===== src/ifd_pkg.sv =====
`default_nettype none
package ifd_pkg;
  // word and field geometry
  localparam int unsigned IFD_WORD_W = 14;
  localparam int unsigned IFD_ADDR_W = 7;
  localparam int unsigned IFD_BIT_W = 3;
  localparam int unsigned IFD_LIT8_W = 8;
  localparam int unsigned IFD_LIT11_W = 11;
  localparam int unsigned IFD_PC_W = 13;
  localparam int unsigned IFD_DEST_POS = 7;
  localparam int unsigned IFD_BITSEL_LSB = 7;
  localparam int unsigned IFD_GRP_MSB = 13;
  localparam int unsigned IFD_GRP_LSB = 12;
  localparam int unsigned IFD_BITOP_MSB = 11;
  localparam int unsigned IFD_BITOP_LSB = 10;
  localparam int unsigned IFD_SEL_POS = 11;
  // group codes in the top two bits
  localparam logic [1:0] IFD_GRP_BYTE = 2'h0;
  localparam logic [1:0] IFD_GRP_BIT = 2'h1;
  localparam logic [1:0] IFD_GRP_JUMP = 2'h2;
  localparam logic [1:0] IFD_GRP_LIT = 2'h3;
  // byte group sub codes
  localparam logic [3:0] IFD_OP_MISC = 4'h0;
  localparam logic [3:0] IFD_OP_CLR = 4'h1;
  localparam logic [3:0] IFD_OP_DECSZ = 4'hB;
  localparam logic [3:0] IFD_OP_INCSZ = 4'hF;
  // bit group sub codes
  localparam logic [1:0] IFD_BOP_TST_CLR = 2'h2;
  localparam logic [1:0] IFD_BOP_TST_SET = 2'h3;
  // whole-word control codes in the misc space
  localparam logic [6:0] IFD_CTL_RETURN = 7'h08;
  localparam logic [6:0] IFD_CTL_RETFIE = 7'h09;
  // literal group: return-with-literal sub code
  localparam logic [1:0] IFD_LOP_RETLIT = 2'h1;
  // four oscillator periods per instruction cycle
  localparam int unsigned IFD_PHASES = 4;
  localparam logic [1:0] IFD_PH_LAST = 2'h3;
  localparam logic [1:0] IFD_PH_RESET = 2'h0;
  localparam logic [IFD_PC_W-1:0] IFD_PC_RESET = 13'h0000;
  localparam logic [IFD_WORD_W-1:0] IFD_NOP_WORD = 14'h0000;
  // instruction classes
  typedef enum logic [1:0] {
    IFD_CLS_BYTE,
    IFD_CLS_BIT,
    IFD_CLS_LIT
  } ifd_class_type;
endpackage
`default_nettype wire


===== src/ifd_decoder.sv =====
`default_nettype none
// Overview of operation
// - each instruction is one 14-bit word: opcode plus operand fields
// - every word falls in exactly one of three classes
// - target bit 0 writes accumulator, 1 writes the file register
// - register address operand spans 0x00 through 0x7F
// - bit operand picks one of eight bits of the register
// - literal operand is 8 bits, jump target 11 bits
// - one instruction cycle is four oscillator periods
// - taken skip or counter change adds a no-operation cycle
// - file-register instructions always read before they write
// - don't-care opcode bits never change the decoded operation
module ifd_decoder
  import ifd_pkg::*;
#(
  parameter int unsigned PHASES = ifd_pkg::IFD_PHASES
) (
  // clock and reset
  input wire logic sys_clk_i,
  input wire logic sys_rst_i,
  // instruction word from program memory
  input wire logic [ifd_pkg::IFD_WORD_W-1:0] instr_word_i,
  // condition result for skip instructions, valid in the last phase
  input wire logic skip_cond_i,
  // fetch side
  output logic [ifd_pkg::IFD_PC_W-1:0] program_counter_o,
  // phase sequencing
  output logic [1:0] phase_o,
  output logic cycle_end_o,
  output logic flush_o,
  // decoded class
  output logic [1:0] instr_class_o,
  // operand fields
  output logic [ifd_pkg::IFD_ADDR_W-1:0] reg_addr_o,
  output logic [ifd_pkg::IFD_BIT_W-1:0] bit_sel_o,
  output logic [ifd_pkg::IFD_LIT8_W-1:0] lit8_o,
  output logic [ifd_pkg::IFD_LIT11_W-1:0] lit11_o,
  // data path steering
  output logic reg_read_o,
  output logic reg_write_o,
  output logic acc_write_o
);
  import ifd_pkg::*;

  logic [1:0] phase_r;
  logic [1:0] phase_nxt;
  logic flush_r;
  logic flush_nxt;
  logic [IFD_PC_W-1:0] pc_r;
  logic [IFD_PC_W-1:0] pc_nxt;
  logic [IFD_WORD_W-1:0] ir_r;
  logic [1:0] cls_r;
  logic [IFD_ADDR_W-1:0] addr_r;
  logic [IFD_BIT_W-1:0] bsel_r;
  logic [IFD_LIT8_W-1:0] lit8_r;
  logic [IFD_LIT11_W-1:0] lit11_r;
  logic rd_r;
  logic wr_r;
  logic acc_r;
  logic end_r;

  // field split of the latched word
  wire [1:0] grp = ir_r[IFD_GRP_MSB:IFD_GRP_LSB];
  wire [3:0] byte_op = ir_r[11:8];
  wire [1:0] bit_op = ir_r[IFD_BITOP_MSB:IFD_BITOP_LSB];
  wire dest = ir_r[IFD_DEST_POS];
  wire [IFD_ADDR_W-1:0] faddr = ir_r[IFD_ADDR_W-1:0];
  wire [IFD_BIT_W-1:0] fbit =
    ir_r[IFD_BITSEL_LSB+2:IFD_BITSEL_LSB];
  wire [IFD_LIT8_W-1:0] k8 = ir_r[IFD_LIT8_W-1:0];
  wire [IFD_LIT11_W-1:0] k11 = ir_r[IFD_LIT11_W-1:0];
  wire [1:0] lit_op = ir_r[IFD_SEL_POS:IFD_SEL_POS-1];

  // classes are mutually exclusive by the top two bits
  wire is_byte = (grp == IFD_GRP_BYTE);
  wire is_bit = (grp == IFD_GRP_BIT);
  wire is_ctl = (grp == IFD_GRP_JUMP) || (grp == IFD_GRP_LIT);
  wire [1:0] cls = is_byte ? 2'(IFD_CLS_BYTE) :
                   is_bit ? 2'(IFD_CLS_BIT) : 2'(IFD_CLS_LIT);

  // misc space (op 0 with d=0) holds no-op and control words, not a file
  // access; x bits in those words are ignored by matching only fixed bits
  wire misc = is_byte && (byte_op == IFD_OP_MISC) && !dest;
  wire clrw = is_byte && (byte_op == IFD_OP_CLR) && !dest;
  wire file_op = (is_byte && !misc && !clrw) || is_bit;
  wire ret_op = misc && (ir_r[6:0] == IFD_CTL_RETURN ||
                         ir_r[6:0] == IFD_CTL_RETFIE);
  wire retlit = (grp == IFD_GRP_LIT) && (lit_op == IFD_LOP_RETLIT);
  wire jump = (grp == IFD_GRP_JUMP);
  wire skip_op = (is_byte && (byte_op == IFD_OP_DECSZ ||
                              byte_op == IFD_OP_INCSZ)) ||
                 (is_bit && (bit_op == IFD_BOP_TST_CLR ||
                             bit_op == IFD_BOP_TST_SET));
  // counter change or true test forces the extra cycle
  wire pc_change = jump || ret_op || retlit;
  wire need_flush = !flush_r && (pc_change || (skip_op && skip_cond_i));

  // writes: bit sets/clears go to the file; byte ops follow d
  wire bit_wr = is_bit && !bit_op[1];
  wire byte_wr = is_byte && !misc && !clrw && dest && !skip_op;
  wire skip_wr = is_byte && skip_op && dest;
  wire f_write = bit_wr || byte_wr || skip_wr;
  wire a_write = (is_byte && !misc && !dest) ||
                 ((grp == IFD_GRP_LIT));

  // phase counter wraps every four periods
  wire last_ph = (phase_r == 2'(PHASES - 1));
  assign phase_nxt = last_ph ? IFD_PH_RESET : phase_r + 2'h1;

  // a flushed slot is a no-operation; the flush ends after one cycle
  assign flush_nxt = last_ph ? need_flush : flush_r;
  // jump targets load the 11-bit field with the top two counter bits cleared; returns leave the stack to the core,
  // so this block only advances past them and signals the flush
  assign pc_nxt = !last_ph ? pc_r :
                  (jump && !flush_r) ? {2'h0, k11} :
                  pc_r + 13'h0001;

  // phase and counter state
  always_ff @(posedge sys_clk_i or posedge sys_rst_i) begin
    if (sys_rst_i) begin
      phase_r <= IFD_PH_RESET;
      flush_r <= 1'b1;
      pc_r <= IFD_PC_RESET;
    end else begin
      phase_r <= phase_nxt;
      flush_r <= flush_nxt;
      pc_r <= pc_nxt;
    end
  end

  // fetch latch: the next word is taken at the end of each cycle
  always_ff @(posedge sys_clk_i or posedge sys_rst_i) begin
    if (sys_rst_i) begin
      ir_r <= IFD_NOP_WORD;
    end else if (last_ph) begin
      ir_r <= instr_word_i;
    end
  end

  // decoded outputs registered every period; read and write strobes suppressed while flushing, fields are not
  always_ff @(posedge sys_clk_i or posedge sys_rst_i) begin
    if (sys_rst_i) begin
      cls_r <= 2'(IFD_CLS_BYTE);
      addr_r <= 7'h00;
      bsel_r <= 3'h0;
      lit8_r <= 8'h00;
      lit11_r <= 11'h000;
      rd_r <= 1'b0;
      wr_r <= 1'b0;
      acc_r <= 1'b0;
      end_r <= 1'b0;
    end else begin
      cls_r <= cls;
      addr_r <= faddr;
      bsel_r <= fbit;
      lit8_r <= k8;
      lit11_r <= k11;
      rd_r <= file_op && !flush_r;
      wr_r <= f_write && !flush_r && last_ph;
      acc_r <= (a_write || clrw) && !flush_r && last_ph;
      end_r <= last_ph;
    end
  end

  // output drive
  assign program_counter_o = pc_r;
  assign phase_o = phase_r;
  assign cycle_end_o = end_r;
  assign flush_o = flush_r;
  assign instr_class_o = cls_r;
  assign reg_addr_o = addr_r;
  assign bit_sel_o = bsel_r;
  assign lit8_o = lit8_r;
  assign lit11_o = lit11_r;
  assign reg_read_o = rd_r;
  assign reg_write_o = wr_r;
  assign acc_write_o = acc_r;
endmodule
`default_nettype wire


===== config.mk =====
export PLATFORM = sky130hd
export DESIGN_NAME = ifd_decoder
export DESIGN_NICKNAME = d
export VERILOG_FILES = /design/src/ifd_pkg.sv /design/src/ifd_decoder.sv
export SDC_FILE = /design/constraint.sdc
export NUM_CORES = 1
export LEC_CHECK = 0
export BUFFER_PORTS_ARGS = -buffer_cell sky130_fd_sc_hd__buf_2
export CELL_PAD_IN_SITES_DETAIL_PLACEMENT = 1
export CELL_PAD_IN_SITES_GLOBAL_PLACEMENT = 2
export CORE_MARGIN = 3
export CORE_UTILIZATION = 34
export CTS_CLUSTER_SIZE = 25
export DETAILED_ROUTE_END_ITERATION = 12
export GPL_TIMING_DRIVEN = 0
export PLACE_DENSITY = 0.9
export SLEW_MARGIN = 15
export SYNTH_ARGS = -nofsm -noshare
export SYNTH_HDL_FRONTEND = slang
export SYNTH_SLANG_ARGS = --single-unit

===== constraint.sdc =====
create_clock -name sys_clk_i -period 3.3 [get_ports sys_clk_i]
set_input_delay 0.33 -clock sys_clk_i [delete_from_list [all_inputs] [get_ports sys_clk_i]]
set_output_delay 0.33 -clock sys_clk_i [all_outputs]
set_load 0.01 [all_outputs]

; ---- Word-level counts from Yosys, hierarchy flattened
; Index checks and enable logic that the tools add are counted.
[op_classes]
add_sub_neg = 2
n_mul = 0
div_mod_pow = 0
order_cmp = 0
n_eq_ne = 12
shift = 0
mux = 4
bitwise = 0
n_reduce_logical = 44
[op_table]
columns = cell, count
row1 = 1-bit logical AND, 24
row2 = "7-bit by 4-bit equality test with 1-bit output, second input constant", 2
row3 = "13-bit by 1-bit adder with 13-bit output, second input constant", 1
row4 = 13-bit two-way mux, 1
row5 = 1-bit logical OR, 12
row6 = "2-bit equality test, second input constant", 5
row7 = "4-bit equality test, second input constant", 2
row8 = 1-bit logical NOT, 6
row9 = 2-bit two-way mux, 3
row10 = "2-bit by 1-bit equality test with 1-bit output, second input constant", 2
row11 = "4-bit by 1-bit equality test with 1-bit output, second input constant", 1
row12 = 4-bit logical NOT, 1
row13 = "2-bit by 1-bit adder with 2-bit output, second input constant", 1
row14 = 2-bit logical NOT, 1
[word_totals]
register_bits = 65
latch_bits = 0
mem_bits_rw = 0
romBits = 0
in_bits = 17
elab_cells = 75
mem_count = 0

; ---- Depth between registers and ports, before layout
; Gate-level depths: netlist of run 1.
[logic_depth]
word_depth = 12
mapped_depth = 6
ltp_nobuf = 5

; ---- Worst setup path before layout of run 1
; Ideal clock, no wire load.
[synth_timing]
path_type = reg-to-reg
from = register phase_r[0] (netlist: phase_o[0])
to = register pc_r[6] (netlist: program_counter_o[6])
arrival_ns = 1.439
slack_ns = 1.737
stages_incl_launch_ff = 7
n_path_buf = 1
period_less_slack_ns = 1.563
cell_sequence = dfrtp_1 ha_1 buf_4 nand2b_4 or3b_1 o22ai_1 a21oi_2
[synth_via]
elab_chain_cells = 1
[synth_lines]
columns = item, line_no
row1 = start: declaration, ifd_decoder.sv:45  ; logic [1:0] phase_r;
row2 = start signal: assignment, ifd_decoder.sv:125  ; phase_r <= phase_nxt;
row3 = 2-bit equality test, ifd_decoder.sv:107  ; wire last_ph = (phase_r == 2'(PHASES - 1));
row4 = net last_ph, ifd_decoder.sv:107
row5 = end signal: assignment, ifd_decoder.sv:127  ; pc_r <= pc_nxt;
row6 = end: declaration, ifd_decoder.sv:49  ; logic [IFD_PC_W-1:0] pc_r;
; The timed path passes the listed nets, and every way through them passes these cells.
; A chain may end at the register's enable or synchronous reset.

; ---- Worst setup path after layout of run 1
; Same ends and word-level chain as after synthesis.

==> results of run 1 <==
area by class of cell:
cell class | instances | area [µm²]
plain buffers | 27 | 190
clock buffers | 6 | 72.6
clock inverters | 2 | 60.1
fillers | 689 | 3270
inverters | 2 | 7.51
multi-input cells | 109 | 759
flip-flops and latches | 47 | 1180
well taps | 75 | 93.8
repair buffers | 68 | 355
worst max-delay path: cells and delay by family, from the launching register on:
family,cells,cell delay (ns)
fa+ha+maj,1,0.18
simple gates,1,0.22
compound gates,2,0.26
buf+inv,2,0.62
flops,1,0.37
cell usage in the layout (no fill, tap or decap), types with 3 or more instances in the layout:
| cell | n |
|---|---|
| nor2_1 | 14 |
| o21ai_1 | 3 |
| and3_1 | 3 |
| buf_4 | 19 |
| nand2_1 | 10 |
| a21oi_1 | 7 |
| clkbuf_8 | 5 |
| nand4_1 | 5 |
| buf_2 | 69 |
| dfrtp_1 | 46 |
| nand2b_1 | 3 |
| a211oi_1 | 5 |
| nor3_1 | 6 |
| o21ai_0 | 3 |
| mux2_2 | 13 |
| nand3_1 | 5 |
| and4_1 | 4 |
| clkbuf_1 | 5 |
final timing paths:
kind	from	endpoint	slack (ns)	cells after the start
min in group sys_clk_i	instr_word_i[11]	ir_r[11]$_DFFE_PP0P_	0.25	3
hold reg to reg	ir_r[0]$_DFFE_PP0P_	reg_addr_o[0]$_DFF_PP0_	0.41	0
setup reg to reg	phase_o[0]$_DFF_PP0_	program_counter_o[6]$_DFFE_PP0P_	1.54	6
setup / recovery	phase_o[0]$_DFF_PP0_	program_counter_o[6]$_DFFE_PP0P_	1.54	6
hold / removal	sys_rst_i	reg_addr_o[2]$_DFF_PP0_	0.06	2
max in group asynchronous	sys_rst_i	program_counter_o[12]$_DFFE_PP0P_	2.74	3
flip-flops by register name, indices dropped and copies added (netlist names):
signal             flops
flush_o                1
instr_class_o          2
reg_read_o             1
phase_o                2
acc_write_o            1
reg_write_o            1
ir_r                  14
bit_sel_o              2
cycle_end_o            1
program_counter_o     13
reg_addr_o             6
lit8_o                 1
lit11_o                2
routing by layer:
layer / global-route usage, % / vias to the layer above
li1: - / 795
met1: 21.5 / 826
met2: 23.8 / 55
met3: 3.01 / 9
met4: 4.75 / 0
met5: 0 / -
cells by family (layout without fill, tap and decap cells):
family / count (synthesis) / after routing / synth area share [%]
simple gates: 59 / 59 / 15.6
flops: 47 / 47 / 55.2
compound gates: 32 / 32 / 10.7
buf+inv: 29 / 105 / 9.26
mux: 14 / 14 / 7.33
fa+ha+maj: 2 / 2 / 1.17
xor+xnor: 2 / 2 / 0.821
where the power goes:
group | switching, mW | internal, mW | total (mW)
clock network | 0.194 | 0.303 | 0.496
logic | 0.175 | 0.156 | 0.331
registers | 0.104 | 0.648 | 0.752
==> results.py, run 1 <==
metrics = {
    "run_status": {
        "status": "completed",
    },
    "place": {
        "dp_slack_ns": 1.56,
        "post_dp_cell_area_mm2": 0.00258,
        "gp_congestion": 0.807,
        "port-buffer-count": 67,
        "dp_hpwl_um": 3880,
        "dp.cells": 328,
    },
    "clock_tree": {
        "clock-root-buffer": "clkbuf_8",
        "clk_pin_slew_ns": 0.09,
        "clock_latency_ns": 0.30,
        "cts_max_path_buffers": 2,
        "cts_buffers": 5,
        "cts_setup_buffers": 0,
        "tritoncts": "done",
        "htreeDepth": 2,
        "cts.sinks": 47,
        "cts_resized": 0,
        "cts_hold_buffers": 0,
    },
    "floorplan": {
        "die_x_um": 85.2,
        "fp.coreArea_mm2": 0.00599,
        "die_y_um": 85.2,
        "ios": 68,
        "die_area_mm2": 0.00727,
        "rows": 28,
        "initial_core_util_pct": 35.6,
    },
    "setup_path": {
        "cpMaxStageDelayCell": "clkbuf_1",
        "crit_path_cell_trace": "ha_1 > buf_4 > clkbuf_1 > nand3_1 > o22ai_1 > a21oi_2",
        "path_max_fanout": 10,
        "arrival_ns": 1.95,
        "slowest_delay_ns": 0.43,
        "crit_path_end_kind": "register",
        "startpoint_type": "register",
        "critical_path_class": "reg -> reg",
        "required_ns": 3.49,
    },
    "yosys": {
        "synth-seq-cells": 47,
        "ys_types": 41,
        "postSynthCellCount": 185,
        "syn_nets": 204,
        "syn_area_mm2": 0.00213,
        "ys_async_sr_fraction_pct": 100,
        "seq_area_frac_synth_pct": 55.2,
        "avgSynthCellArea_um2": 11.5,
        "synth_common_cells": "dfrtp_1, buf_4, nor2_1",
        "yosys_most_used_dff": "dfrtp_1",
        "synth_top_area_share_pct": 53.9,
        "synth_warnings": 0,
        "synth_edf_count": 0,
        "synth_area_leader_cell": "dfrtp_1",
        "synth.most_common_cell": "dfrtp_1",
        "synth.area.top_cells": "dfrtp_1, mux2_2, buf_4",
    },
    "detailed_routing": {
        "dr_wl_met3_um": 298,
        "wl_um": 5260,
        "ant_nets": 0,
        "drcViolationCount": 0,
        "avgViaCountPerCell": 5.01,
        "top_layer": "met4",
        "met1_length_um": 2460,
        "avgRoutedWirePerCell_um": 15.6,
        "wl_met2_um": 2420,
        "drt_iter0_drc": 40,
        "vias": 1685,
        "firstDrtPassIters": 4,
    },
    "timing": {
        "finalSetupViolations": 0,
        "timing.hold.ws_ns": 0.0580,
        "max-slew-margin-rel_pct": 64.9,
        "rsz0062_at_grt": "false",
        "worst_slack_ns": 1.54,
        "tns_ns": 0,
        "fin_skew_ns": 0.00476,
        "worst_slew_pin_slew_ns": 0.526,
        "max_freq_ghz": 0.568,
        "slew_violations": 0,
        "period_minus_slack_ns": 1.76,
        "min_period_over_period_pct": 53.4,
        "finalHoldViolCount": 0,
    },
    "global_routing": {
        "grt_pass1_wl_um": 8760,
        "grt_use_total_pct": 15.3,
        "antenna_found_initial": 0,
        "grt_pass1_vias": 1732,
        "grt_max_degree": 25,
        "gr-total-overflow": 0,
    },
    "power": {
        "finalPower_mw": 1.58,
        "p_leak_nw": 1.30,
        "powerDensity_mw_per_mm2": 581,
        "vdd_drop_max_uv": 239,
    },
    "hold_path": {
        "hold_class": "in -> async",
    },
    "layout": {
        "n_antenna_cell": 0,
        "layout-drive-gt1-share_pct": 46.7,
        "final_util_pct": 45.3,
        "fin_cells": 336,
        "design_area_mm2": 0.00272,
        "nets": 279,
        "area_growth_pct": 27.3,
    },
    "run": {
        "drv_cap": 0,
    },
}
(Power assumes the default switching activity.)
==> run 2, diff against run 1 <==
CORE_UTILIZATION = 31   (was 34)
PLACE_DENSITY = 0.84   (was 0.9)
clock period = 1.7 ns   (was 3.3 ns; I/O delays follow)
==> results.py, run 2 (synthesis gave the netlist of run 1 again) <==
metrics = {
    "place": {
        "dp.cells": 330,
        "port-buffer-count": 67,
        "dp_hpwl_um": 4040,
        "gp_congestion": 0.753,
        "dp_slack_ns": -0.0678,
    },
    "timing": {
        "max-slew-margin-rel_pct": 62.3,
        "fin_skew_ns": 0.00425,
        "worst_slack_ns": 0.0697,
        "tns_ns": 0,
        "slew_violations": 0,
        "rsz0062_at_grt": "true",
        "worst_slew_pin_slew_ns": 0.565,
        "period_minus_slack_ns": 1.63,
        "max_freq_ghz": 0.613,
        "finalHoldViolCount": 0,
        "finalSetupViolations": 0,
        "min_period_over_period_pct": 95.9,
    },
    "floorplan": {
        "die_y_um": 89.0,
        "die_area_mm2": 0.00792,
        "fp.coreArea_mm2": 0.00649,
        "ios": 68,
        "initial_core_util_pct": 32.9,
        "die_x_um": 89.0,
        "rows": 29,
    },
    "clock_tree": {
        "cts.sinks": 47,
        "clock-root-buffer": "clkbuf_8",
        "clk_pin_slew_ns": 0.09,
        "cts_buffers": 5,
        "htreeDepth": 2,
        "clock_latency_ns": 0.30,
        "tritoncts": "done",
        "cts_max_path_buffers": 2,
    },
    "run": {
        "drv_cap": 0,
    },
    "global_routing": {
        "grt_use_total_pct": 14.1,
        "grt_max_degree": 26,
        "gr-total-overflow": 0,
        "grt_pass1_wl_um": 8580,
        "antenna_found_initial": 0,
        "grt_pass1_vias": 1668,
    },
    "detailed_routing": {
        "firstDrtPassIters": 4,
        "drcViolationCount": 0,
        "avgViaCountPerCell": 4.97,
        "wl_um": 5420,
        "drt_iter0_drc": 49,
        "ant_nets": 0,
        "avgRoutedWirePerCell_um": 15.9,
        "vias": 1696,
    },
    "setup_path": {
        "path_max_fanout": 10,
        "required_ns": 1.87,
        "startpoint_type": "register",
        "crit_path_end_kind": "register",
        "critical_path_class": "reg -> reg",
        "arrival_ns": 1.80,
    },
    "layout": {
        "fin_cells": 341,
        "layout-drive-gt1-share_pct": 48.1,
        "area_growth_pct": 29.8,
        "n_antenna_cell": 0,
        "final_cell_mix": "buf_2, dfrtp_1, buf_4",
        "regMostFlops": "ir_r",
        "nets": 282,
        "largest_register_ffs": 14,
        "final_common_cell": "buf_2",
    },
    "power": {
        "powerDensity_mw_per_mm2": 1110,
        "p_leak_nw": 1.33,
        "vdd_drop_max_uv": 447,
    },
    "hold_path": {
        "hold_class": "in -> reg",
    },
    "run_status": {
        "status": "completed",
    },
}
==> run 2: per-stage QoR <==
step                      instance area, µm²  power, mW  hold WS (ns)  utilization (%)
final                                   2770       3.07        0.0754             42.7
after global routing                    2770       3.27        0.0845             42.7
after CTS                               2750       3.11        0.0722             42.3
after detailed placement                2590       2.14         0.265             39.9
after global placement                  2570       2.10         0.378             39.5
after floorplan                         2130       1.83         0.287                -
==> run 2: power breakdown <==
group / internal [mW] / switching, mW
Sequential: 1.26 / 0.207
Clock: 0.588 / 0.370
Combinational: 0.307 / 0.344
==> run 2: repair_timing <==
item	in CTS	in global routing
hold buffers	1	0
buffers inserted	0	2
endpoints found under the hold margin	23	0
endpoints found under the setup margin	6	5
gates cloned	0	0
pin swaps	0	1
gates resized for setup	3	2
==> run 2: final cells by class <==
class                      count  area [µm²]
fill                         734        3720
sequential                    47        1180
multi-input combinational    109         774
timing repair buffer          71         388
buffer                        27         195
tap                           77        96.3
clock buffer                   6        72.6
clock inverter                 2        60.1
inverter                       2        7.51
==> run 2: metal layers <==
layer / global-route usage (%) / wire (µm) / vias to the layer above
met4: 3.65 / 59 / 0
met3: 4.06 / 366 / 8
met5: 0 / 0 / -
met2: 22.5 / 2500 / 53
li1: - / - / 795
met1: 19.1 / 2490 / 840
==> run 2: path summary, 6_finish.rpt <==
path,slack (ns),cells after the start,to,start
worst max-delay path,0.07,6,program_counter_o[10]$_DFFE_PP0P_,phase_o[0]$_DFF_PP0_
worst min-delay path,0.08,3,ir_r[11]$_DFFE_PP0P_,instr_word_i[11]
worst max register to register,0.07,6,program_counter_o[10]$_DFFE_PP0P_,phase_o[0]$_DFF_PP0_
worst min register to register,0.41,0,reg_addr_o[0]$_DFF_PP0_,ir_r[0]$_DFFE_PP0P_
max in group asynchronous,0.72,4,program_counter_o[10]$_DFFE_PP0P_,sys_rst_i
min in group asynchronous,0.47,3,reg_addr_o[2]$_DFF_PP0_,sys_rst_i
==> run 2: critical path, stage by stage, from the launching register on <==
cell and delay [ns]:
dfrtp_1 0.40, ha_1 0.20, buf_6 0.16, nand2b_4 0.10
or3b_4 0.44, nor2_1 0.16, a311oi_2 0.05
==> run 3, diff against run 2 <==
==> constraint.sdc (replaced) <==
create_clock -name sys_clk_i -period 1.55 [get_ports sys_clk_i]
set_input_delay 0.31 -clock sys_clk_i [delete_from_list [all_inputs] [get_ports sys_clk_i]]
set_output_delay 0.31 -clock sys_clk_i [all_outputs]
set_load 0.01 [all_outputs]
==> results.py, run 3 (synthesis gave the netlist of run 1 again) <==
metrics = {
    "detailed_routing": {
        "avgRoutedWirePerCell_um": 16.1,
        "vias": 1734,
        "drcViolationCount": 0,
        "ant_nets": 0,
        "wl_um": 5590,
        "drt_iter0_drc": 56,
        "firstDrtPassIters": 4,
        "avgViaCountPerCell": 4.98,
    },
    "timing": {
        "fin_skew_ns": 0.00636,
        "period_minus_slack_ns": 1.53,
        "tns_ns": 0,
        "min_period_over_period_pct": 98.9,
        "slew_violations": 0,
        "max_freq_ghz": 0.652,
        "max-slew-margin-rel_pct": 72.5,
        "worst_slew_pin_slew_ns": 0.407,
        "finalHoldViolCount": 0,
        "finalSetupViolations": 0,
        "rsz0062_at_grt": "true",
    },
    "setup_path": {
        "rr_startpoint": "phase_o[1]$_DFF_PP0_",
        "r2r_slack_ns": 0.02,
        "required_ns": 1.75,
        "crit_path_end_kind": "register",
        "r2r-end": "program_counter_o[6]$_DFFE_PP0P_",
        "reg2regPathDepth": 6,
        "critical_path_class": "reg -> reg",
        "startpoint": "phase_o[1]$_DFF_PP0_",
        "arrival_ns": 1.73,
        "endpoint": "program_counter_o[6]$_DFFE_PP0P_",
        "path_max_fanout": 8,
        "startpoint_type": "register",
    },
    "floorplan": {
        "rows": 29,
        "initial_core_util_pct": 32.9,
        "die_x_um": 89.0,
        "die_y_um": 89.0,
        "die_area_mm2": 0.00792,
        "ios": 68,
        "fp.coreArea_mm2": 0.00649,
    },
    "clock_tree": {
        "clock-root-buffer": "clkbuf_8",
        "cts_buffers": 5,
        "htreeDepth": 2,
        "cts_max_path_buffers": 2,
        "tritoncts": "done",
        "clock_latency_ns": 0.30,
        "cts.sinks": 47,
        "clk_pin_slew_ns": 0.09,
    },
    "layout": {
        "final_common_cell": "buf_2",
        "nets": 289,
        "final_cell_mix": "buf_2, dfrtp_1, buf_4",
        "final_util_pct": 43.7,
        "layout-drive-gt1-share_pct": 55.0,
        "largest_register_ffs": 14,
        "fillers": 740,
        "regMostFlops": "ir_r",
        "area_growth_pct": 32.9,
        "n_antenna_cell": 0,
    },
    "power": {
        "vdd_drop_max_uv": 373,
        "p_leak_nw": 1.35,
        "powerDensity_mw_per_mm2": 1110,
    },
    "global_routing": {
        "grt_max_degree": 37,
        "grt_pass1_vias": 1750,
        "antenna_found_initial": 0,
        "grt_use_total_pct": 14.4,
        "gr-total-overflow": 0,
        "grt_pass1_wl_um": 8780,
    },
    "run": {
        "drv_cap": 0,
    },
    "place": {
        "dp_hpwl_um": 4080,
        "port-buffer-count": 67,
        "gp_congestion": 0.735,
    },
    "hold_path": {
        "hold_class": "in -> reg",
    },
    "run_status": {
        "status": "completed",
    },
}
run 3: what timing repair did:
action / 4_1_cts / 5_1_grt
buffers inserted: 7 / 3
hold buffers: 1 / 0
gates resized for setup: 9 / 12
hold endpoints to repair: 11 / 0
setup endpoints to repair: 13 / 23
pin swaps: 2 / 4
cloned: 0 / 0
run 3: layout make-up:
class / count / area (µm²) / share of cell area, %
clock buffer: 6 / 82.6 / 2.91
clock inverter: 2 / 16.3 / 0.573
inverter: 2 / 7.51 / 0.265
buffer: 26 / 191 / 6.75
tap: 77 / 96.3 / 3.40
timing repair buffer: 79 / 444 / 15.7
multi-input combinational: 109 / 820 / 28.9
sequential: 47 / 1180 / 41.6
run 3: through the flow:
stage               total power, mW  cells  hold WS [ns]  cell area [µm²]  setup slack (ns)
floorplan                      2.01    185         0.371             2140            0.0158
global placement               2.31    329         0.397             2570            -0.545
detailed placement             2.34    330         0.271             2590            -0.264
CTS                            3.17    346         0.201             2780           0.00802
global route                   3.34    348         0.222             2840           -0.0494
finish                         3.14    348         0.215             2840            0.0163
run 3: worst min path at each step:
stage	start	end	slack, ns	depth (start not counted)
floorplan	ir_r[0]$_DFFE_PP0P_	reg_addr_o[0]$_DFF_PP0_	0.37	0
global placement	ir_r[0]$_DFFE_PP0P_	reg_addr_o[0]$_DFF_PP0_	0.40	0
detailed placement	sys_rst_i	reg_addr_o[0]$_DFF_PP0_	0.27	2
CTS	instr_word_i[11]	ir_r[11]$_DFFE_PP0P_	0.20	3
global route	instr_word_i[11]	ir_r[11]$_DFFE_PP0P_	0.22	3
finish	instr_word_i[11]	ir_r[11]$_DFFE_PP0P_	0.21	3
run 3: per-layer routing:
layer	GRT usage (%)	vias to the layer above	wire length [µm]
met1	19.1	860	2580
met5	0	-	0
met2	23.1	56	2550
met3	4.06	4	414
met4	4.33	0	48
li1	-	814	-
run 3: where the power goes:
part	leakage [nW]	internal (mW)	switching [mW]
sequential	0.554	1.38	0.230
clock	0.0474	0.365	0.435
combinational	0.744	0.343	0.389
run 3: worst max-delay path: stages, from the launching register on:
cell      delay (ns)
dfrtp_1         0.37
ha_2            0.19
buf_6           0.14
nand2b_4        0.08
or3b_4          0.44
o22ai_2         0.17
a21oi_2         0.05
